### config.mk
export PLATFORM = sky130hd
export DESIGN_NAME = dipcfg_top
export DESIGN_NICKNAME = d
export VERILOG_FILES = /design/src/rtl/dipcfg_pkg.sv /design/src/rtl/dipcfg_class.sv /design/src/rtl/dipcfg_top.sv
export VERILOG_INCLUDE_DIRS = /design/src /design/src/rtl
export SDC_FILE = /design/constraint.sdc
export NUM_CORES = 1
export LEC_CHECK = 0
export ABC_CLOCK_PERIOD_IN_PS = 3900
export BUFFER_PORTS_ARGS = -buffer_cell sky130_fd_sc_hd__buf_4
export CAP_MARGIN = 20
export CELL_PAD_IN_SITES_DETAIL_PLACEMENT = 0
export CELL_PAD_IN_SITES_GLOBAL_PLACEMENT = 1
export CORE_MARGIN = 4
export CORE_UTILIZATION = 44
export CTS_CLUSTER_DIAMETER = 40
export DETAILED_ROUTE_END_ITERATION = 10
export GPL_TIMING_DRIVEN = 0
export PLACE_DENSITY_LB_ADDON = 0.1
export SETUP_SLACK_MARGIN = 0.1
export SKIP_LAST_GASP = 1
export SLEW_MARGIN = 10
export SYNTH_ARGS = -nofsm -noshare
export SYNTH_HDL_FRONTEND = slang
export SYNTH_HIERARCHICAL = 1
export SYNTH_SLANG_ARGS = --single-unit
### constraint.sdc
create_clock -name clk -period 3.9 [get_ports clk]
set_input_delay 0.195 -clock clk [delete_from_list [all_inputs] [get_ports clk]]
set_output_delay 0.195 -clock clk [all_outputs]
set_load 0.1 [all_outputs]
### src/rtl/dipcfg_cfg.svh
// Constants for the switch-driven Ethernet and IP address configuration block.
// Assumes a single 250 MHz clock; included by bare name.
`ifndef DIPCFG_CFG_SVH
`define DIPCFG_CFG_SVH

// Register indices and field positions
`define DIPCFG_REG_IP_LOW_PAIR   1'h0
`define DIPCFG_REG_IP_THIRD_BYTE 1'h1
`define DIPCFG_LO_BYTE_MSB       7
`define DIPCFG_HI_BYTE_LSB       8

// Address table reset values: first, second and third byte
`define DIPCFG_IP_BYTE1_RST      8'hAC
`define DIPCFG_IP_BYTE2_RST      8'h10
`define DIPCFG_IP_BYTE3_RST      8'h11

// Link parameters reset to 100 MBaud, auto-rate on, full duplex
`define DIPCFG_LINK_RST          3'h7

// Switch positions (zero based)
`define DIPCFG_SW_SPEED          0
`define DIPCFG_SW_AUTO           1
`define DIPCFG_SW_DUPLEX         2
`define DIPCFG_SW_BOOTP          8
`define DIPCFG_SW_COMMIT         9

// Echo request payload length that binds a new address
`define DIPCFG_ECHO_LEN          16'h007B

// Class boundaries on the first address byte
`define DIPCFG_A_LO              8'h01
`define DIPCFG_A_HI              8'h7E
`define DIPCFG_B_LO              8'h80
`define DIPCFG_B_HI              8'hBF
`define DIPCFG_C_LO              8'hC0
`define DIPCFG_C_HI              8'hDF

// Timing: clock rate, LED flash time and switch settle time
`define DIPCFG_CLK_KHZ           250000
`define DIPCFG_FLASH_MS          100
`define DIPCFG_SETTLE_CYC        8'h10

`endif

### src/rtl/dipcfg_pkg.sv
// Types shared by the configuration block and its class decoder.
// Assumes nothing of its surroundings.
package dipcfg_pkg;

    // Network class of an address
    typedef enum logic [1:0] {
        DIPCFG_CLASS_NONE,
        DIPCFG_CLASS_A,
        DIPCFG_CLASS_B,
        DIPCFG_CLASS_C
    } dipcfg_class_t;

    // Address source chosen at power-up
    typedef enum logic [2:0] {
        DIPCFG_SRC_SWITCH,
        DIPCFG_SRC_ARP,
        DIPCFG_SRC_BOOTP_STATIC,
        DIPCFG_SRC_BOOTP_DYN,
        DIPCFG_SRC_SETUP
    } dipcfg_src_t;

    // Sequencer states
    typedef enum logic [2:0] {
        DIPCFG_ST_SETTLE,
        DIPCFG_ST_DECIDE,
        DIPCFG_ST_SETUP,
        DIPCFG_ST_BOOTP,
        DIPCFG_ST_RUN
    } dipcfg_state_t;

endpackage

### src/rtl/dipcfg_class.sv
// Network class decoder for one address.
// Assumes the first address byte arrives from logic on the same clock.
`timescale 1ns/1ps
`include "dipcfg_cfg.svh"

module dipcfg_class (
    input  wire logic [7:0]           first_byte,
    output dipcfg_pkg::dipcfg_class_t ip_class
);

    // Leading-bit classes; 0, 127 and 224 upward have no class here
    always_comb begin
        if (first_byte >= `DIPCFG_A_LO && first_byte <= `DIPCFG_A_HI) begin
            ip_class = dipcfg_pkg::DIPCFG_CLASS_A;
        end else if (first_byte >= `DIPCFG_B_LO && first_byte <= `DIPCFG_B_HI) begin
            ip_class = dipcfg_pkg::DIPCFG_CLASS_B;
        end else if (first_byte >= `DIPCFG_C_LO && first_byte <= `DIPCFG_C_HI) begin
            ip_class = dipcfg_pkg::DIPCFG_CLASS_C;
        end else begin
            ip_class = dipcfg_pkg::DIPCFG_CLASS_NONE;
        end
    end

endmodule // dipcfg_class

### src/rtl/dipcfg_top.sv
// Power-up Ethernet link and IP address configuration from ten switches.
// Assumes external non-volatile storage presents its contents from reset
// and accepts one-cycle write strobes; echo and BootP events are same-clock.
`timescale 1ns/1ps
`include "dipcfg_cfg.svh"

module dipcfg_top #(
    parameter int unsigned FLASH_CYCLES = `DIPCFG_FLASH_MS * `DIPCFG_CLK_KHZ
) (
    input  wire logic                  clk,
    input  wire logic                  rst_n,
    input  wire logic [9:0]            dip_sw,
    input  wire logic                  end_only,
    input  wire logic                  sw_reset,
    input  wire logic                  reg_sel,
    input  wire logic                  reg_wr,
    input  wire logic                  reg_rd,
    input  wire logic [15:0]           reg_wdata,
    output logic      [15:0]           reg_rdata_r,
    input  wire logic [23:0]           nv_tbl,
    input  wire logic                  nv_tbl_ok,
    input  wire logic [31:0]           nv_arp_ip,
    input  wire logic                  nv_arp_ok,
    input  wire logic [31:0]           nv_boot_ip,
    input  wire logic                  nv_boot_ok,
    input  wire logic [2:0]            nv_link,
    input  wire logic                  nv_link_ok,
    output logic                       nv_tbl_wr_r,
    output logic      [23:0]           nv_tbl_data_r,
    output logic                       nv_arp_wr_r,
    output logic                       nv_boot_wr_r,
    output logic      [31:0]           nv_ip_data_r,
    output logic                       nv_link_wr_r,
    output logic      [2:0]            nv_link_data_r,
    input  wire logic                  echo_valid,
    input  wire logic [31:0]           echo_dst_ip,
    input  wire logic [15:0]           echo_len,
    output logic                       bootp_req_r,
    input  wire logic                  bootp_ack,
    input  wire logic [31:0]           bootp_ip,
    output logic      [31:0]           ip_addr_r,
    output logic                       ip_valid_r,
    output dipcfg_pkg::dipcfg_class_t  ip_class_r,
    output dipcfg_pkg::dipcfg_src_t    ip_src_r,
    output logic                       link_100m_r,
    output logic                       link_auto_r,
    output logic                       link_full_r,
    output logic                       led_run_r,
    output logic                       led_err_r
);

    // Three-stage synchronisers for the switch and terminal pins
    logic [10:0]                sync1_r;
    logic [10:0]                sync2_r;
    logic [10:0]                sync3_r;
    logic [10:0]                pins_r;
    logic [9:0]                 sw;
    logic                       sw_end_only;
    logic                       commit_prev_r;

    // Sequencing and power-up snapshot
    dipcfg_pkg::dipcfg_state_t  state_r;
    logic [7:0]                 settle_r;
    logic [9:0]                 sw_snap_r;

    // Address table and ARP candidate
    logic [7:0]                 byte1_r;
    logic [7:0]                 byte2_r;
    logic [7:0]                 byte3_r;
    dipcfg_pkg::dipcfg_class_t  cur_class;
    dipcfg_pkg::dipcfg_class_t  new_class;
    logic                       arp_take;

    // LED timing
    logic [31:0]                flash_cnt_r;
    logic                       flash_on_r;
    logic                       arp_flash_r;

    // Link reset pattern {speed, auto-rate, duplex}; sliced so no bits are dropped
    localparam logic [2:0]      LINK_RST = `DIPCFG_LINK_RST;

    assign sw          = pins_r[9:0];
    assign sw_end_only = pins_r[10];

    // Pin change is accepted once the second and third stages agree
    always_ff @(posedge clk or negedge rst_n) begin
        if (!rst_n) begin
            sync1_r <= 11'h000;
            sync2_r <= 11'h000;
            sync3_r <= 11'h000;
            pins_r  <= 11'h000;
        end else begin
            sync1_r <= {end_only, dip_sw};
            sync2_r <= sync1_r;
            sync3_r <= sync2_r;
            for (int i = 0; i < 11; i++) begin
                if (sync2_r[i] == sync3_r[i]) begin
                    pins_r[i] <= sync3_r[i];
                end
            end
        end
    end

    // Class of the running address and of an echo target
    dipcfg_class u_cur_class (
        .first_byte (ip_addr_r[31:24]),
        .ip_class   (cur_class)
    );

    dipcfg_class u_new_class (
        .first_byte (echo_dst_ip[31:24]),
        .ip_class   (new_class)
    );

    // Echo binding: exact length, same non-empty class, switch-off mode only
    assign arp_take = (state_r == dipcfg_pkg::DIPCFG_ST_RUN)
                    && (ip_src_r == dipcfg_pkg::DIPCFG_SRC_SWITCH
                        || ip_src_r == dipcfg_pkg::DIPCFG_SRC_ARP)
                    && !sw_snap_r[`DIPCFG_SW_BOOTP] && !sw_snap_r[`DIPCFG_SW_COMMIT]
                    && echo_valid
                    && (echo_len == `DIPCFG_ECHO_LEN)
                    && (echo_dst_ip != ip_addr_r)
                    && (new_class == cur_class)
                    && (cur_class != dipcfg_pkg::DIPCFG_CLASS_NONE);

    // Startup sequencer: settle, snapshot once, then hold the decision
    always_ff @(posedge clk or negedge rst_n) begin
        if (!rst_n) begin
            state_r   <= dipcfg_pkg::DIPCFG_ST_SETTLE;
            settle_r  <= 8'h00;
            sw_snap_r <= 10'h000;
            ip_src_r  <= dipcfg_pkg::DIPCFG_SRC_SWITCH;
        end else begin
            unique case (state_r)
                dipcfg_pkg::DIPCFG_ST_SETTLE: begin
                    // Wait for the synchronisers to fill before trusting pins
                    settle_r <= settle_r + 8'h01;
                    if (settle_r == `DIPCFG_SETTLE_CYC) begin
                        state_r   <= dipcfg_pkg::DIPCFG_ST_DECIDE;
                        sw_snap_r <= sw;
                    end
                end
                dipcfg_pkg::DIPCFG_ST_DECIDE: begin
                    if (sw_end_only && sw_snap_r == 10'h000) begin
                        ip_src_r <= dipcfg_pkg::DIPCFG_SRC_SETUP;
                        state_r  <= dipcfg_pkg::DIPCFG_ST_SETUP;
                    end else if (sw_snap_r[`DIPCFG_SW_BOOTP]) begin
                        if (sw_snap_r[7:0] == 8'hFF) begin
                            ip_src_r <= dipcfg_pkg::DIPCFG_SRC_BOOTP_STATIC;
                            state_r  <= nv_boot_ok ? dipcfg_pkg::DIPCFG_ST_RUN
                                                   : dipcfg_pkg::DIPCFG_ST_BOOTP;
                        end else begin
                            ip_src_r <= dipcfg_pkg::DIPCFG_SRC_BOOTP_DYN;
                            state_r  <= dipcfg_pkg::DIPCFG_ST_BOOTP;
                        end
                    end else if (!sw_snap_r[`DIPCFG_SW_COMMIT] && nv_arp_ok) begin
                        ip_src_r <= dipcfg_pkg::DIPCFG_SRC_ARP;
                        state_r  <= dipcfg_pkg::DIPCFG_ST_RUN;
                    end else begin
                        ip_src_r <= dipcfg_pkg::DIPCFG_SRC_SWITCH;
                        state_r  <= dipcfg_pkg::DIPCFG_ST_RUN;
                    end
                end
                dipcfg_pkg::DIPCFG_ST_SETUP: begin
                    // Setup stays until power is removed
                    state_r <= dipcfg_pkg::DIPCFG_ST_SETUP;
                end
                dipcfg_pkg::DIPCFG_ST_BOOTP: begin
                    if (bootp_ack) begin
                        state_r <= dipcfg_pkg::DIPCFG_ST_RUN;
                    end
                end
                dipcfg_pkg::DIPCFG_ST_RUN: begin
                    if (arp_take) begin
                        ip_src_r <= dipcfg_pkg::DIPCFG_SRC_ARP;
                    end
                end
            endcase
        end
    end

    // Address table: defaults, then stored copy, then software writes
    always_ff @(posedge clk or negedge rst_n) begin
        if (!rst_n) begin
            byte1_r <= `DIPCFG_IP_BYTE1_RST;
            byte2_r <= `DIPCFG_IP_BYTE2_RST;
            byte3_r <= `DIPCFG_IP_BYTE3_RST;
        end else if (state_r == dipcfg_pkg::DIPCFG_ST_SETTLE) begin
            if (nv_tbl_ok) begin
                byte1_r <= nv_tbl[23:16];
                byte2_r <= nv_tbl[15:8];
                byte3_r <= nv_tbl[7:0];
            end
        end else if (reg_wr) begin
            if (reg_sel == `DIPCFG_REG_IP_LOW_PAIR) begin
                byte1_r <= reg_wdata[`DIPCFG_LO_BYTE_MSB:0];
                byte2_r <= reg_wdata[15:`DIPCFG_HI_BYTE_LSB];
            end else begin
                byte3_r <= reg_wdata[`DIPCFG_LO_BYTE_MSB:0];
            end
        end
    end

    // Register read port; unused high byte of register 1 reads zero
    always_ff @(posedge clk or negedge rst_n) begin
        if (!rst_n) begin
            reg_rdata_r <= 16'h0000;
        end else if (reg_rd) begin
            if (reg_sel == `DIPCFG_REG_IP_LOW_PAIR) begin
                reg_rdata_r <= {byte2_r, byte1_r};
            end else begin
                reg_rdata_r <= {8'h00, byte3_r};
            end
        end
    end

    // Running address; a software reset keeps it, only power clears it
    always_ff @(posedge clk or negedge rst_n) begin
        if (!rst_n) begin
            ip_addr_r  <= 32'h0000_0000;
            ip_valid_r <= 1'b0;
        end else begin
            unique case (state_r)
                dipcfg_pkg::DIPCFG_ST_DECIDE: begin
                    if (sw_end_only && sw_snap_r == 10'h000) begin
                        ip_valid_r <= 1'b0;
                    end else if (sw_snap_r[`DIPCFG_SW_BOOTP]) begin
                        if (sw_snap_r[7:0] == 8'hFF && nv_boot_ok) begin
                            ip_addr_r  <= nv_boot_ip;
                            ip_valid_r <= 1'b1;
                        end
                    end else if (!sw_snap_r[`DIPCFG_SW_COMMIT] && nv_arp_ok) begin
                        ip_addr_r  <= nv_arp_ip;
                        ip_valid_r <= 1'b1;
                    end else begin
                        ip_addr_r  <= {byte1_r, byte2_r, byte3_r, sw_snap_r[7:0]};
                        ip_valid_r <= 1'b1;
                    end
                end
                dipcfg_pkg::DIPCFG_ST_BOOTP: begin
                    if (bootp_ack) begin
                        ip_addr_r  <= bootp_ip;
                        ip_valid_r <= 1'b1;
                    end
                end
                dipcfg_pkg::DIPCFG_ST_RUN: begin
                    if (arp_take) begin
                        ip_addr_r <= echo_dst_ip;
                    end
                end
                default: begin
                    ip_valid_r <= ip_valid_r;
                end
            endcase
        end
    end

    // Class of the running address, registered for the output
    always_ff @(posedge clk or negedge rst_n) begin
        if (!rst_n) begin
            ip_class_r <= dipcfg_pkg::DIPCFG_CLASS_NONE;
        end else begin
            ip_class_r <= cur_class;
        end
    end

    // BootP request held from decision until the server answers
    always_ff @(posedge clk or negedge rst_n) begin
        if (!rst_n) begin
            bootp_req_r <= 1'b0;
        end else if (state_r == dipcfg_pkg::DIPCFG_ST_BOOTP) begin
            bootp_req_r <= !bootp_ack;
        end else begin
            bootp_req_r <= 1'b0;
        end
    end

    // Link parameters: stored copy at power-up, switches on commit edge in setup
    always_ff @(posedge clk or negedge rst_n) begin
        if (!rst_n) begin
            link_100m_r   <= LINK_RST[2];
            link_auto_r   <= LINK_RST[1];
            link_full_r   <= LINK_RST[0];
            commit_prev_r <= 1'b0;
        end else begin
            commit_prev_r <= sw[`DIPCFG_SW_COMMIT];
            if (state_r == dipcfg_pkg::DIPCFG_ST_SETTLE && nv_link_ok) begin
                link_100m_r <= nv_link[2];
                link_auto_r <= nv_link[1];
                link_full_r <= nv_link[0];
            end else if (state_r == dipcfg_pkg::DIPCFG_ST_SETUP
                         && sw[`DIPCFG_SW_COMMIT] && !commit_prev_r) begin
                link_100m_r <= sw[`DIPCFG_SW_SPEED];
                link_auto_r <= sw[`DIPCFG_SW_AUTO];
                link_full_r <= sw[`DIPCFG_SW_DUPLEX];
            end
        end
    end

    // Storage writes; power cycle never writes, so pending table data is lost
    always_ff @(posedge clk or negedge rst_n) begin
        if (!rst_n) begin
            nv_tbl_wr_r    <= 1'b0;
            nv_tbl_data_r  <= 24'h00_0000;
            nv_arp_wr_r    <= 1'b0;
            nv_boot_wr_r   <= 1'b0;
            nv_ip_data_r   <= 32'h0000_0000;
            nv_link_wr_r   <= 1'b0;
            nv_link_data_r <= 3'h0;
        end else begin
            nv_tbl_wr_r  <= sw_reset;
            nv_arp_wr_r  <= arp_take;
            nv_boot_wr_r <= (state_r == dipcfg_pkg::DIPCFG_ST_BOOTP) && bootp_ack
                            && (ip_src_r == dipcfg_pkg::DIPCFG_SRC_BOOTP_STATIC);
            nv_link_wr_r <= (state_r == dipcfg_pkg::DIPCFG_ST_SETUP)
                            && sw[`DIPCFG_SW_COMMIT] && !commit_prev_r;
            if (sw_reset) begin
                nv_tbl_data_r <= {byte1_r, byte2_r, byte3_r};
            end
            if (arp_take) begin
                nv_ip_data_r <= echo_dst_ip;
            end else if (state_r == dipcfg_pkg::DIPCFG_ST_BOOTP && bootp_ack) begin
                nv_ip_data_r <= bootp_ip;
            end
            nv_link_data_r <= {sw[`DIPCFG_SW_SPEED], sw[`DIPCFG_SW_AUTO],
                               sw[`DIPCFG_SW_DUPLEX]};
        end
    end

    // Flash timebase; one shared counter keeps both LEDs in step
    always_ff @(posedge clk or negedge rst_n) begin
        if (!rst_n) begin
            flash_cnt_r <= 32'h0000_0000;
            flash_on_r  <= 1'b0;
        end else if (flash_cnt_r >= FLASH_CYCLES - 1) begin
            flash_cnt_r <= 32'h0000_0000;
            flash_on_r  <= !flash_on_r;
        end else begin
            flash_cnt_r <= flash_cnt_r + 32'h0000_0001;
        end
    end

    // One short error flash when power-up takes a stored ARP address
    always_ff @(posedge clk or negedge rst_n) begin
        if (!rst_n) begin
            arp_flash_r <= 1'b0;
        end else if (state_r == dipcfg_pkg::DIPCFG_ST_DECIDE) begin
            arp_flash_r <= !sw_snap_r[`DIPCFG_SW_BOOTP]
                           && !sw_snap_r[`DIPCFG_SW_COMMIT]
                           && !(sw_end_only && sw_snap_r == 10'h000)
                           && nv_arp_ok;
        end else if (flash_cnt_r >= FLASH_CYCLES - 1) begin
            arp_flash_r <= 1'b0;
        end
    end

    // Committed setup flags the flashing pattern
    logic setup_done_r;

    always_ff @(posedge clk or negedge rst_n) begin
        if (!rst_n) begin
            setup_done_r <= 1'b0;
        end else if (state_r == dipcfg_pkg::DIPCFG_ST_SETUP
                     && sw[`DIPCFG_SW_COMMIT] && !commit_prev_r) begin
            setup_done_r <= 1'b1;
        end
    end

    // LED patterns: steady in setup, flashing once committed
    always_ff @(posedge clk or negedge rst_n) begin
        if (!rst_n) begin
            led_run_r <= 1'b0;
            led_err_r <= 1'b0;
        end else if (state_r == dipcfg_pkg::DIPCFG_ST_SETUP) begin
            led_run_r <= setup_done_r ? flash_on_r : 1'b1;
            led_err_r <= setup_done_r ? flash_on_r : 1'b1;
        end else begin
            led_run_r <= ip_valid_r;
            led_err_r <= arp_flash_r;
        end
    end

endmodule // dipcfg_top

======== After elaboration in Yosys (flattened, before gate mapping) ========
Index checks and enable logic that the tools add are counted.
word-level totals
  flip-flop bits (word level) ............. 248
  output and inout port bits .............. 123
  logic and storage cells ................. 199
operators by class
  multiplexer cells ....................... 59
  eq/ne operators ......................... 30
  add/sub/neg operators ................... 2
  reduce and logical (&&, ||, !) cells .... 52
  $lt $le $gt $ge ......................... 13
operator list
  operator               number
  $mux 32                9
  $mux 8                 12
  $pmux 32 s3            1
  $add 32x1->32 const B  1
  $ge 32x25->1 const B   1
  $ge 8x8->1 const B     4
  $le 8x8->1 const B     4
  $ne 32x32->1           1
  $mux 3                 9
  $logic_and 1x1->1      25
  $mux 1                 18
  $eq 16x7->1 const B    1
  $ge 8x1->1 const B     2
  $le 8x7->1 const B     2
  $mux 16                1
  $reduce_bool 2->1      8
  $mux 2                 6
  $pmux 3 s4             1
  $reduce_and 3->1       4
  $eq 1x1->1             11
  $logic_not 10->1       1
  $ne 2x2->1 const B     5
  $eq 3x2->1 const B     3
  $add 8x1->8 const B    1
  other kinds (17)       25

======== Longest topological paths before layout ========
Gate-level depths: netlist (run 1).
  depth in word-level cells ............... 12
  mapped depth ............................ 11
  mapped depth without buffers ............ 8

======== Modules after synthesis ========
Netlist (run 1), hierarchy kept.
by module, submodules not included
  module        area an instance (µm²)  cells each  instances
  dipcfg_top    11880.1                 1078        1
  dipcfg_class  52.6                    8           2

======== Least setup slack after synthesis (run 1) ========
No wires, ideal clock.
  path type ............................... flip-flop to flip-flop
  start point ............................. reg ip_addr_r[31]
  end point ............................... reg nv_ip_data_r[19]
  data required time ...................... 3772 ps
  arrival ................................. 2835 ps
  path slack .............................. 938 ps
  path buffers ............................ 2
  stages on the path, launching flop included .. 10
  path through ............................ dfrtp_1 -> nand4b_1 -> nor2_1 -> a221oi_1 -> a31oi_1 -> or4_1 -> clkbuf_1 -> a21o_1 -> buf_2 -> mux2_1
between the ends
  cells in the longest elaborated chain, start to end .. 9
  elaborated cells on any way between the ends .. 20
RTL lines
  element                                             line                text
  start, declared                                     dipcfg_top.sv:41    output logic [31:0] ip_addr_r,
  start signal, assigned                              dipcfg_top.sv:229   ip_addr_r <= nv_boot_ip;
  start signal, assigned                              dipcfg_top.sv:233   ip_addr_r <= nv_arp_ip;
  start signal, assigned                              dipcfg_top.sv:236   ip_addr_r <= {byte1_r, byte2_r, byte3_r, sw_snap_r[7:0]};
  $ge 8x8->1 (no line) or $le 8x8->1 (tied branches)  n/a
  $logic_and 1x1->1 (no line)                         n/a
  $mux 2                                              dipcfg_class.sv:17  end else if (first_byte >= `DIPCFG_C_LO && first_byte <= `DIPCFG_C_HI) begin
  $mux 2                                              dipcfg_class.sv:15  end else if (first_byte >= `DIPCFG_B_LO && first_byte <= `DIPCFG_B_HI) begin
  $mux 2 *                                            dipcfg_class.sv:13  if (first_byte >= `DIPCFG_A_LO && first_byte <= `DIPCFG_A_HI) begin
  named net cur_class[0]                              dipcfg_top.sv:70    dipcfg_pkg::dipcfg_class_t cur_class;
  $eq 2x2->1                                          dipcfg_top.sv:123   && (new_class == cur_class)
  $logic_and 1x1->1                                   dipcfg_top.sv:116   assign arp_take = (state_r == dipcfg_pkg::DIPCFG_ST_RUN)
  $logic_and 1x1->1 *                                 dipcfg_top.sv:116
  $mux 32 or $reduce_bool 2->1 (tied branches)        n/a
  end signal, assigned                                dipcfg_top.sv:321   nv_ip_data_r <= echo_dst_ip;
  end signal, assigned                                dipcfg_top.sv:323   nv_ip_data_r <= bootp_ip;
  end, declared                                       dipcfg_top.sv:32    output logic [31:0] nv_ip_data_r,
The timed path passes the listed nets; every way through them passes the cells marked *.
A chain may end at the register's enable or synchronous reset.

======== Worst setup path after layout (run 1) ========
  start point ............................. reg state_r[0]
  end point ............................... reg nv_ip_data_r[15]
between the ends
  cells in the longest elaborated chain, start to end .. 10
  elaborated cells on any way between the ends .. 13
RTL lines
  element                                       line               text
  start, declared                               dipcfg_top.sv:62   dipcfg_pkg::dipcfg_state_t state_r;
  start signal, assigned                        dipcfg_top.sv:129  state_r <= dipcfg_pkg::DIPCFG_ST_SETTLE;
  start signal, assigned                        dipcfg_top.sv:139  state_r <= dipcfg_pkg::DIPCFG_ST_DECIDE;
  start signal, assigned                        dipcfg_top.sv:146  state_r <= dipcfg_pkg::DIPCFG_ST_SETUP;
  $eq 3x3->1                                    dipcfg_top.sv:116
  $logic_and 1x1->1                             dipcfg_top.sv:117  && (ip_src_r == dipcfg_pkg::DIPCFG_SRC_SWITCH
  $logic_and 1x1->1 (7 in series)               dipcfg_top.sv:116
  $mux 32 or $reduce_bool 2->1 (tied branches)  n/a
Several ways; a longest one is shown, not always the timed one.

==> results of run 1 <==
[cell type report]
type                       instances  area, um2
antenna                            5       12.5
sequential                       248       6220
tap                              341        427
inverter                          11       41.3
fill                            2339       9830
timing repair buffer             406       3260
multi-input combinational        769       5450
clock inverter                    23        233
buffer                            72        297
clock buffer                      51       1100
[sequential cells by signal (all words and copies together), names as in the netlist, 8 cells and up]
register       count
byte1_r            8
byte2_r            8
byte3_r            8
flash_cnt_r       32
ip_addr_r         32
nv_ip_data_r      32
nv_tbl_data_r     24
pins_r            11
reg_rdata_r       16
settle_r           8
sw_snap_r         10
sync1_r           11
sync2_r           11
sync3_r           11
[routing by layer]
metal / vias up / share of wire (%) / wire length [um]
met4: 0 / 3.4 / 1460
met5: - / 0 / 0
met2: 432 / 48 / 20500
met3: 89 / 7.0 / 2980
li1: 4907 / - / -
met1: 5364 / 42 / 17800
[timing repair]
action,4_1_cts,5_1_grt
gates resized for setup,0,2
endpoints found under the setup margin,0,2
hold buffers,69,1
hold endpoints to repair,111,1
[metrics by stage]
stage | worst slack, ps | hold WS (ps) | cell area (um2)
global route | 140 | 2.77 | 17000
global placement | 564 | 304 | 14900
finish | 234 | -1.97 | 17000
detailed placement | 849 | 142 | 15000
floorplan | 938 | -101 | 12000
CTS | 139 | 0.327 | 17000
[where the power goes]
part | leakage, nW | total [mW] | switching [mW] | internal [mW]
sequential | 3.00 | 3.41 | 0.402 | 3.01
clock | 0.648 | 3.50 | 1.32 | 2.17
combinational | 3.91 | 4.02 | 2.94 | 1.08
[worst paths after layout]
check | depth (start not counted) | slack [ps] | start | endpoint
worst max register to register | 10 | 230 | state_r[0] | nv_ip_data_r[15]
max in group asynchronous | 3 | 2810 | rst_n | ip_addr_r[8]
worst max-delay path | 10 | 230 | state_r[0] | nv_ip_data_r[15]
worst min-delay path | 3 | -2 | nv_tbl[8] | byte2_r[0]
min in group asynchronous | 2 | 200 | rst_n | ip_class_r[0]
worst min register to register | 0 | 350 | sync1_r[10] | sync2_r[10]
[worst register-to-register path, stage by stage, from the launching register on]
cell           delay, ps
dfrtp_1              350
buf_2                160
nor3b_4              520
nand4_1              360
or4_1                550
clkbuf_1             210
a21o_1               230
buf_2                220
buf_2                250
a21oi_1              170
dlygate4sd3_1        580
[synthesized netlist by cell type (3+ instances only)]
master / number
a211oi_1: 73
a211oi_2: 23
a21oi_1: 67
a22o_1: 15
a22oi_1: 18
a31o_2: 8
a32oi_1: 3
and3_1: 3
and3b_1: 19
buf_2: 8
clkbuf_1: 59
dfrtp_1: 238
dfstp_2: 10
ha_1: 3
inv_1: 10
maj3_1: 11
mux2_1: 17
mux2_2: 52
mux2i_1: 46
nand2_1: 39
nand2b_1: 7
nand3_1: 15
nand4_1: 25
nand4b_1: 3
nor2_1: 124
nor2b_1: 36
nor3_1: 9
nor4_1: 8
nor4b_1: 4
nor4bb_1: 3
o21a_1: 4
o21ai_0: 19
o31ai_1: 21
xnor2_1: 47
xor2_1: 16
[kinds of logic (layout without fill, tap and decap cells)]
family | Yosys count | after routing | synth area share, %
muxes | 115 | 115 | 10.3
buffers and inverters | 83 | 563 | 2.81
other | 1 | 12 | 0.0313
AOI/OAI and AO/OA | 266 | 266 | 16.1
and+or+nand+nor | 304 | 304 | 13.0
xor gates and xnor gates | 63 | 63 | 4.60
adders and majority gates | 14 | 14 | 1.23
DFF | 248 | 248 | 51.9
==> results by group, run 1 <==
Power
  – Pwr/cell area: approximately 640 nW/um2
  – Leak: 7.56 nW
  – PnR Total Power: about 11 mW
  – Peak supply drop: 428 uV

Routing
  – Via count: between 10000 and 15000
  – Number of vias per cell: around 5.6
  – Pre-Repair DR Iteration Count: 5
  – Routed WL: 42.8 mm
  – DR WL/cell: approximately 22 um
  – Drt initial violations: just over 800
  – Antenna-violating nets left: 0
  – DRC errors left: 0

Worst setup path
  – Most numerous cell on the critical path: buf_2
  – Cells along the critical path: buf_2 -> nor3b_4 -> nand4_1 -> or4_1 -> clkbuf_1 -> a21o_1 -> buf_2 -> buf_2 -> a21oi_1 -> dlygate4sd3_1
  – Critical path peak fanout: 10
  – Bufs and invs on worst path: 5
  – Critical Path RT: approximately 4400 ps
  – Critical path class: reg -> reg
  – Startpoint Class: flop
  – Worst setup EP type: flop
  – CP arrival: 4120 ps
  – Crit-path leading delay family: simple AND/OR/NAND/NOR gates
  – Slowest CP cell: dlygate4sd3_1
  – Crit path largest cell delay: approximately 580 ps

Cells and area
  – Most common cell after layout, fill and taps aside: buf_4
  – Final non-filler cell total: ~1900
  – Fin nets: 1761
  – P&R area growth vs syn: 42.2%
  – Share of cells above drive strength 1: between 30 and 40%
  – Most frequent cells in the layout: 332 x buf_4, 238 x dfrtp_1, 124 x nor2_1, 73 x a211oi_1, 70 x dlygate4sd3_1
  – Post-layout util: between 60% and 70%

Place
  – Inst Count DP: 1775
  – I/O Buffers: 331
  – GPL Wtd Cong: 0.889
  – DP HPWL: 32.2 mm

GRT
  – Largest net degree at the start of global routing: roughly 110
  – Global-route wire length before repair: around 65 mm
  – Met3 usage: 7.02%
  – Total GRT Usage: between 20% and 30%
  – Global route overflow: 0
  – Met2 Use GR: 45.3%
  – Layer with the highest usage: met2
  – Vias in the first global route: between 10000 and 15000
  – Initial antenna violation count: 5
  – Met1 GRT Util: 36.0%

Clock network
  – CTS tree: done
  – Clock slew at reported path FFs: 60 ps
  – Setup Fix Bufs, Post-CTS: 0
  – Root Driver: clkbuf_16
  – Clock Path Buffers: 3
  – Clk sink count: around 250
  – CTS H-tree lvls: 2
  – Worst-skew pair later-pin latency: roughly 520 ps
  – TritonCTS buffer count: 40

Yosys
  – Dominant cell type by area after synthesis: dfrtp_1
  – Async SR Flop Fraction: 100%
  – Synth top area cells: dfrtp_1 50%, mux2_2 4.9%, a211oi_1 4.6%, nor2_1 3.9%, mux2i_1 3.8%
  – Post-synth EDFFs: 0
  – Synth cell types: 56
  – Share of Yosys cell area claimed by the top area cell type: 49.7%
  – Sequential element share of the synthesized area: roughly half
  – Avg Cell Area, Syn: around 11 um2
  – Ys flop type: dfrtp_1
  – Synth Cell Area: approximately 12000 um2
  – Post-Synthesis Cells: about 1100
  – Syn. warnings: 6
  – Flops & latches, synth: around 250

STA
  – Slew @ Worst Pin: around 900 ps
  – RSZ-0062 raised after global routing: false
  – Max-slew headroom at the worst pin: between 30% and 40%
  – Final period utilization: a little over nine tenths
  – Post-Route Setup TNS: 0 ps
  – Final Hold Viols: 1
  – Max-slew violations: 0
  – F_max: around 270 MHz
  – Final Skew: 18.8 ps
  – Final setup fails: 0
  – Hold Slack: -1.97 ps
  – Period minus WS final: between 3000 and 4000 ps

Floorplanning
  – Die Footprint: around 30000 um2
  – Boundary pin count: roughly 330
  – Row Count: 60
  – Initial Util: between 40 and 50%
  – Die height: between 150 and 200 um
  – Core ar.: 26900 um2
  – Chip width: 173 um

Job
  – Max_cap viols: 0

Run status
  – Failing checks: hold timing
  – Status: complete, but fails checks

Min path
  – Hold/Removal Path Class: in -> reg
No activity file was read; power rests on OpenSTA's default activity.
==> inputs of run 2 (changes only) <==
--- a/config.mk
+++ b/config.mk
@@ -13,3 +13,3 @@
 export CELL_PAD_IN_SITES_GLOBAL_PLACEMENT = 1
-export CORE_MARGIN = 4
+export CORE_MARGIN = 3
 export CORE_UTILIZATION = 44
==> constraint.sdc (replaced) <==
create_clock -name clk -period 3.9 [get_ports clk]
set_input_delay 0 -clock clk [delete_from_list [all_inputs] [get_ports clk]]
set_output_delay 0 -clock clk [all_outputs]
set_load 0.1 [all_outputs]
==> run 2 against run 1 <==
Net effect:
- the flow now finishes without violations
- power up 1.2%
- critical path depth down 1
- register-to-register slack better by 40 ps
- core utilization up 4.6 points
- sequential share of layout area down 1.9 points
- clock skew down 4.2 ps
- worst hold slack better by 18 ps
- flip-flop and latch count unchanged
- first-iteration DRC count up 17%
- largest power group unchanged
- wire length up 3.8%
==> results by group, run 2 (synthesized netlist as in run 1, its figures left out) <==
Cells and area
  – Most common cell after layout, fill and taps aside: buf_4
  – Share of cells above drive strength 1: 30.5% (-1.9 points)
  – P&R area growth vs syn: 50.0%
  – Most frequent cells in the layout: 332 x buf_4, 238 x dfrtp_1, 168 x dlygate4sd3_1, 124 x nor2_1, 73 x a211oi_1
  – Final non-filler cell total: 2005 (+4.1%)
  – # fillers: 2093 (-11%)
  – Top flop regs: flash_cnt_r: 32 flops, ip_addr_r: 32 flops, nv_ip_data_r: 32 flops
  – Fin nets: 1854 (+5.3%)

Floorplanning
  – Initial Util: 45.4% (+0.76 points)
  – Die height: 171 um (-1.2%)
  – Row Count: 59 (-1.7%)
  – Chip width: 171 um (-1.2%)
  – Boundary pin count: 333 (unchanged)
  – Core ar.: 26400 um2 (-1.7%)
  – Die Footprint: 29300 um2 (-2.3%)

Place
  – I/O Buffers: 331 (unchanged)
  – DP HPWL: 32.1 mm (-0.22%)
  – Place WS: 850 ps (+1.31 ps)
  – GPL Wtd Cong: 0.921 (+3.6%)
  – Inst Count DP: 1768 (-0.39%)

STA
  – RSZ-0062 raised after global routing: false
  – Final Hold Viols: 0 (-1)
  – Final period utilization: 93.0% (-1.0 points)
  – Max-slew headroom at the worst pin: 33.2% (-6.0 points)
  – Period minus WS final: 3630 ps (-39.6 ps)
  – Post-Route Setup TNS: 0 ps (unchanged)
  – F_max: 276 MHz (+1.1%)
  – Final Skew: 14.6 ps (-4.24 ps)
  – Max-slew violations: 0 (unchanged)
  – Slew @ Worst Pin: 994 ps (+89.3 ps)
  – Final setup fails: 0 (unchanged)
  – Final worst setup slack: 274 ps (+39.6 ps)

GRT
  – Global route overflow: 0 (unchanged)
  – Total GRT Usage: 29.7% (+2.0 points)
  – Initial antenna violation count: 2 (-3)
  – Vias in the first global route: 11300 (+4.9%)
  – Largest net degree at the start of global routing: 112 (+4.7%)
  – Global-route wire length before repair: 66.2 mm (+1.9%)

Clock network
  – TritonCTS buffer count: 38 (-5.0%)
  – Worst-skew pair later-pin latency: 520 ps (about the same)
  – Clock slew at reported path FFs: 60 ps (about the same)
  – Root Driver: clkbuf_16
  – Clock Path Buffers: 3 (unchanged)
  – CTS tree: done
  – CTS H-tree lvls: 2 (unchanged)
  – Clk sink count: 248 (unchanged)

Worst setup path
  – Slowest CP cell: buf_1
  – R2R Setup Slk: 270 ps (+40 ps)
  – Most numerous cell on the critical path: buf_2
  – CP arrival: 4020 ps (-100 ps)
  – Critical path peak fanout: 10 (unchanged)
  – Reg-to-reg startpoint: state_r[0]
  – Cells along the critical path: buf_2 -> and3b_1 -> clkbuf_1 -> nand2_1 -> buf_2 -> buf_1 -> mux2i_1 -> a21oi_1 -> dlygate4sd3_1
  – Crit path largest cell delay: 680 ps (+100 ps)
  – Critical R2R Capture: nv_ip_data_r[12]
  – Startpoint Class: flop
  – Critical path class: reg -> reg
  – Reg2Reg Depth: 9 (-1)
  – Worst setup EP type: flop
  – Critical Path RT: 4300 ps (-60 ps)

Routing
  – DR WL/cell: 22.2 um (-0.28%)
  – Pre-Repair DR Iteration Count: 6 (+1)
  – DRC errors left: 0 (unchanged)
  – Via count: 11200 (+3.7%)
  – Routed WL: 44.4 mm (+3.8%)
  – Number of vias per cell: 5.58 (-0.39%)
  – Drt initial violations: 962 (+17%)
  – Antenna-violating nets left: 0 (unchanged)

Power
  – Pwr/cell area: 616 nW/um2 (-4.0%)
  – Peak supply drop: 647 uV (+51%)
  – Leak: 7.98 nW (+5.6%)

Min path
  – Worst hold start: nv_boot_ip[22]
  – Hold/Removal Path Class: in -> reg
  – Hold Path End: ip_addr_r[22]
  – WHS Path Cells: 5 (+2)

Run status
  – Status: finished, final reports clean

Job
  – Max_cap viols: 0 (unchanged)
## run 2: power by group
| group | internal (mW) | switching (mW) |
|---|---|---|
| logic | 1.20 | 3.00 |
| registers | 3.01 | 0.390 |
| clock network | 2.19 | 1.27 |
## run 2: what timing repair did
action                                  in CTS  in global routing
gates resized for setup                      0                  3
hold buffers                               168                  0
endpoints found under the hold margin      239                  0
buffers inserted                             0                  0
endpoints found under the setup margin       0                  7
## run 2: cell type report
| class | instances | area, um2 | share of cell area, % |
|---|---|---|---|
| Buffer | 72 | 297 | 1.65 |
| Clock buffer | 42 | 1030 | 5.73 |
| Sequential cell | 248 | 6220 | 34.6 |
| Timing Repair Buffer | 501 | 4230 | 23.5 |
| Multi-Input combinational cell | 769 | 5470 | 30.4 |
| Tap cell | 335 | 419 | 2.33 |
| Clock inverter | 24 | 275 | 1.53 |
| Antenna cell | 3 | 7.51 | 0.0417 |
| Inverter | 11 | 41.3 | 0.230 |
## run 2: per-stage QoR
stage	power, mW	utilization, %	hold WS (ps)	area (um2)
after global routing	11.4	68.0	30.4	18000
after floorplan	6.22	-	-296	12000
after CTS	11.1	68.0	1.69	18000
after global placement	7.34	56.4	109	14900
final	11.1	68.0	16.4	18000
after detailed placement	7.38	56.7	17.4	15000
## run 2: worst max path at each step
stage | slack [ps] | end | cells past startpoint | from
2_1_floorplan | 940 | nv_ip_data_r[19] | 9 | ip_addr_r[31]
3_3_place_gp | 600 | byte1_r[4] | 6 | state_r[0]
3_5_place_dp | 850 | ip_addr_r[8] | 7 | sw_snap_r[8]
4_1_cts | 190 | byte1_r[7] | 8 | state_r[0]
5_1_grt | 160 | nv_ip_data_r[25] | 9 | state_r[0]
6_report | 270 | nv_ip_data_r[12] | 9 | state_r[0]
## run 2: critical path, delay by kind of cell (launching register included)
| kind | cells | cell delay [ps] |
|---|---|---|
| buffers and inverters | 5 | 2120 |
| multiplexers | 1 | 280 |
| AO/OA/AOI/OAI | 1 | 90 |
| flip-flops | 1 | 350 |
| AND/OR/NAND/NOR | 2 | 650 |
## run 2: routing by layer
| metal | global-route usage, % | part of all wire (%) | wire, um |
|---|---|---|---|
| met5 | 0 | 0 | 0 |
| met1 | 39.1 | 41 | 18200 |
| met3 | 5.18 | 7.0 | 3090 |
| met2 | 48.7 | 47 | 21000 |
| met4 | 12.5 | 4.7 | 2080 |
==> inputs of run 3 (changes only) <==
CORE_UTILIZATION = 43   (was 44)
SYNTH_HIERARCHICAL = default   (was 1)
==> run 3 against run 2 <==
Net effect:
- clock power up 4%
- worst setup slack better by 19 ps
- count of clock-buffer cells in the layout up 11
- first-iteration DRC count down 5.6%
- combinational power up 25%
==> results by group, run 3 <==
Run status
  – Status: finished, final reports clean

Place
  – I/O Buffers: 331 (unchanged)
  – GPL Wtd Cong: 0.923 (+0.28%)
  – Instance area at placement: 14400 um2 (-4.0%)
  – Inst Count DP: 1700 (-3.8%)
  – DP HPWL: 29.6 mm (-7.8%)

Floorplanning
  – Die Footprint: 28500 um2 (-2.6%)
  – Chip width: 169 um (-1.3%)
  – Initial Util: 44.5% (-0.86 points)
  – Core ar.: 25600 um2 (-3.1%)
  – Die height: 169 um (-1.3%)
  – Row Count: 58 (-1.7%)
  – Boundary pin count: 333 (unchanged)

GRT
  – Total GRT Usage: 28.8% (-0.93 points)
  – Global-route wire length before repair: 63.5 mm (-4.1%)
  – Largest net degree at the start of global routing: 99 (-12%)
  – Initial antenna violation count: 3 (+1)
  – Vias in the first global route: 11000 (-3.1%)
  – Global route overflow: 0 (unchanged)

STA
  – Final period utilization: 92.5% (-0.50 points)
  – Final setup fails: 0 (unchanged)
  – Period minus WS final: 3610 ps (-19.3 ps)
  – Final Skew: 21.8 ps (+7.20 ps)
  – Post-Route Setup TNS: 0 ps (unchanged)
  – Slew @ Worst Pin: 986 ps (-7.78 ps)
  – RSZ-0062 raised after global routing: true
  – Max-slew headroom at the worst pin: 34.3% (+1.1 points)
  – Final Hold Viols: 0 (unchanged)
  – F_max: 277 MHz (+0.54%)
  – Max-slew violations: 0 (unchanged)

Routing
  – Routed WL: 41.6 mm (-6.3%)
  – Number of vias per cell: 5.41 (-3.0%)
  – DRC errors left: 0 (unchanged)
  – Pre-Repair DR Iteration Count: 5 (-1)
  – Via count: 10700 (-4.8%)
  – DR WL/cell: 21.1 um (-4.6%)
  – Antenna-violating nets left: 0 (unchanged)
  – Drt initial violations: 908 (-5.6%)

Yosys
  – Sequential element share of the synthesized area: 54.6% (+2.7 points)
  – Share of Yosys cell area claimed by the top area cell type: 52.3% (+2.6 points)
  – Post-synth EDFFs: 0 (unchanged)
  – Syn. warnings: 0 (-6)
  – Most common cell in the netlist: dfrtp_1
  – Post-Synthesis Cells: 1031 (-5.8%)
  – Synth cell types: 51 (-8.9%)
  – Avg Cell Area, Syn: 11.1 um2 (+0.92%)
  – Synth top area cells: dfrtp_1 52%, mux2i_1 7.0%, mux2_2 6.5%, a21oi_1 3.6%, nor2_1 3.5%
  – Top cells by count, synth: 238 x dfrtp_1, 107 x nor2_1, 83 x a21oi_1, 80 x mux2i_1, 68 x o21ai_0
  – Flops & latches, synth: 248 (unchanged)
  – Dominant cell type by area after synthesis: dfrtp_1
  – Async SR Flop Fraction: 100% (unchanged)
  – Ys flop type: dfrtp_1
  – Synth Cell Area: 11400 um2 (-4.9%)

Worst setup path
  – Critical Path RT: 4280 ps (-20 ps)
  – CP arrival: 3990 ps (-30 ps)
  – Reg-to-reg startpoint: state_r[2]
  – Startpoint Class: flop
  – Worst setup EP type: flop
  – Critical path class: reg -> reg
  – Critical path peak fanout: 10 (unchanged)
  – Worst setup path start: state_r[2]

Cells and area
  – Most common cell after layout, fill and taps aside: buf_4
  – Fin nets: 1821 (-1.8%)
  – Post-route cell area: 17700 um2 (-1.4%)
  – Sequential cell area: 6220 um2 (unchanged)
  – Most frequent cells in the layout: 330 x buf_4, 238 x dfrtp_1, 198 x dlygate4sd3_1, 107 x nor2_1, 83 x a21oi_1
  – Top flop regs: flash_cnt_r: 32 flops, ip_addr_r: 32 flops, nv_ip_data_r: 32 flops
  – Final non-filler cell total: 1968 (-1.8%)
  – Share of cells above drive strength 1: 29.8% (-0.66 points)
  – Multi-input logic area: 4920 um2 (-10%)
  – # fillers: 1994 (-4.7%)
  – P&R area growth vs syn: 55.6%

Clock network
  – Worst-skew pair later-pin latency: 520 ps (about the same)
  – Clk sink count: 248 (unchanged)
  – Clock slew at reported path FFs: 60 ps (about the same)
  – Setup Fix Bufs, Post-CTS: 0 (unchanged)
  – Clock Path Buffers: 3 (unchanged)
  – CTS tree: done
  – TritonCTS buffer count: 38 (unchanged)
  – Root Driver: clkbuf_16
  – CTS H-tree lvls: 2 (unchanged)

Power
  – Leak: 8.16 nW (+2.3%)
  – Pwr/cell area: 700 nW/um2 (+14%)
  – Peak supply drop: 727 uV (+12%)

Min path
  – Hold/Removal Path Class: in -> async

Job
  – Max_cap viols: 0 (unchanged)
-- run 3: changes by cell type in the layout (fill, tap and decap cells not counted), sizes merged, moves of 20 or more --
cell	previous run	this run
mux2i	46	80
o31ai	21	1
a211oi	96	0
dlygate4sd3	168	198
nand4	25	54
o21ai	21	71
-- run 3: logic make-up after synthesis --
logic type	count (synthesis)	share of synthesized area [%]
AOI/OAI and AO/OA	216	11.0
xor gates and xnor gates	63	4.84
adders and majority gates	14	1.30
buffers and inverters	70	2.51
DFF	248	54.6
muxes	146	13.5
other	1	0.0329
and+or+nand+nor	273	12.2
-- run 3: final cells by class --
type	count	area share [%]
timing repair buffer	531	25.5
buffer	62	1.45
clock buffer	53	6.43
tap	330	2.33
clock inverter	16	1.28
inverter	8	0.169
multi-input combinational	719	27.7
sequential	248	35.1
antenna	1	0.0141
-- run 3: per-layer routing --
layer	GRT usage [%]	wire, um	up-vias
li1	-	-	4885
met1	37.1	16800	5151
met2	46.9	19700	505
met3	6.45	3370	109
met4	12.2	1710	4
met5	0	15	-
-- run 3: path summary, 6_finish.rpt --
path	end	slack, ps	cells after the start
max in group asynchronous	byte1_r[3]	2610	4
worst max-delay path	nv_ip_data_r[12]	290	8
worst min-delay path	nv_ip_data_r[3]	5	2
worst max register to register	nv_ip_data_r[12]	290	8
worst min register to register	sync2_r[0]	340	0
min in group clk	ip_addr_r[27]	10	4
-- run 3: metrics by stage --
stage | power, mW | setup slack (ps) | utilization, % | hold slack [ps]
2_1_floorplan | 7.11 | 829 | - | -296
3_3_place_gp | 8.47 | 797 | 55.9 | 111
3_5_place_dp | 8.52 | 971 | 56.1 | -47.0
4_1_cts | 12.4 | 113 | 69.2 | 11.4
5_1_grt | 12.8 | 86.8 | 69.2 | 42.1
6_report | 12.4 | 293 | 69.2 | 5.45
-- run 3: critical path, cell delays in order (launching register included) --
cell           delay, ps
dfrtp_1              470
nor3b_4              580
nand4_1              190
or2_0                330
a221o_1              400
inv_1                250
clkbuf_1             430
o21ai_0              210
dlygate4sd3_1        610
-- run 3: repair_timing --
item / CTS / global route
hold buffers: 198 / 0
hold endpoints to repair: 264 / 0
setup endpoints to repair: 0 / 1
gates resized for setup: 0 / 1
-- run 3: power by group --
| part | internal, mW | switching, mW | total (mW) |
|---|---|---|---|
| Sequential | 3.09 | 0.505 | 3.60 |
| Clock | 2.38 | 1.21 | 3.59 |
| Combinational | 1.50 | 3.73 | 5.23 |
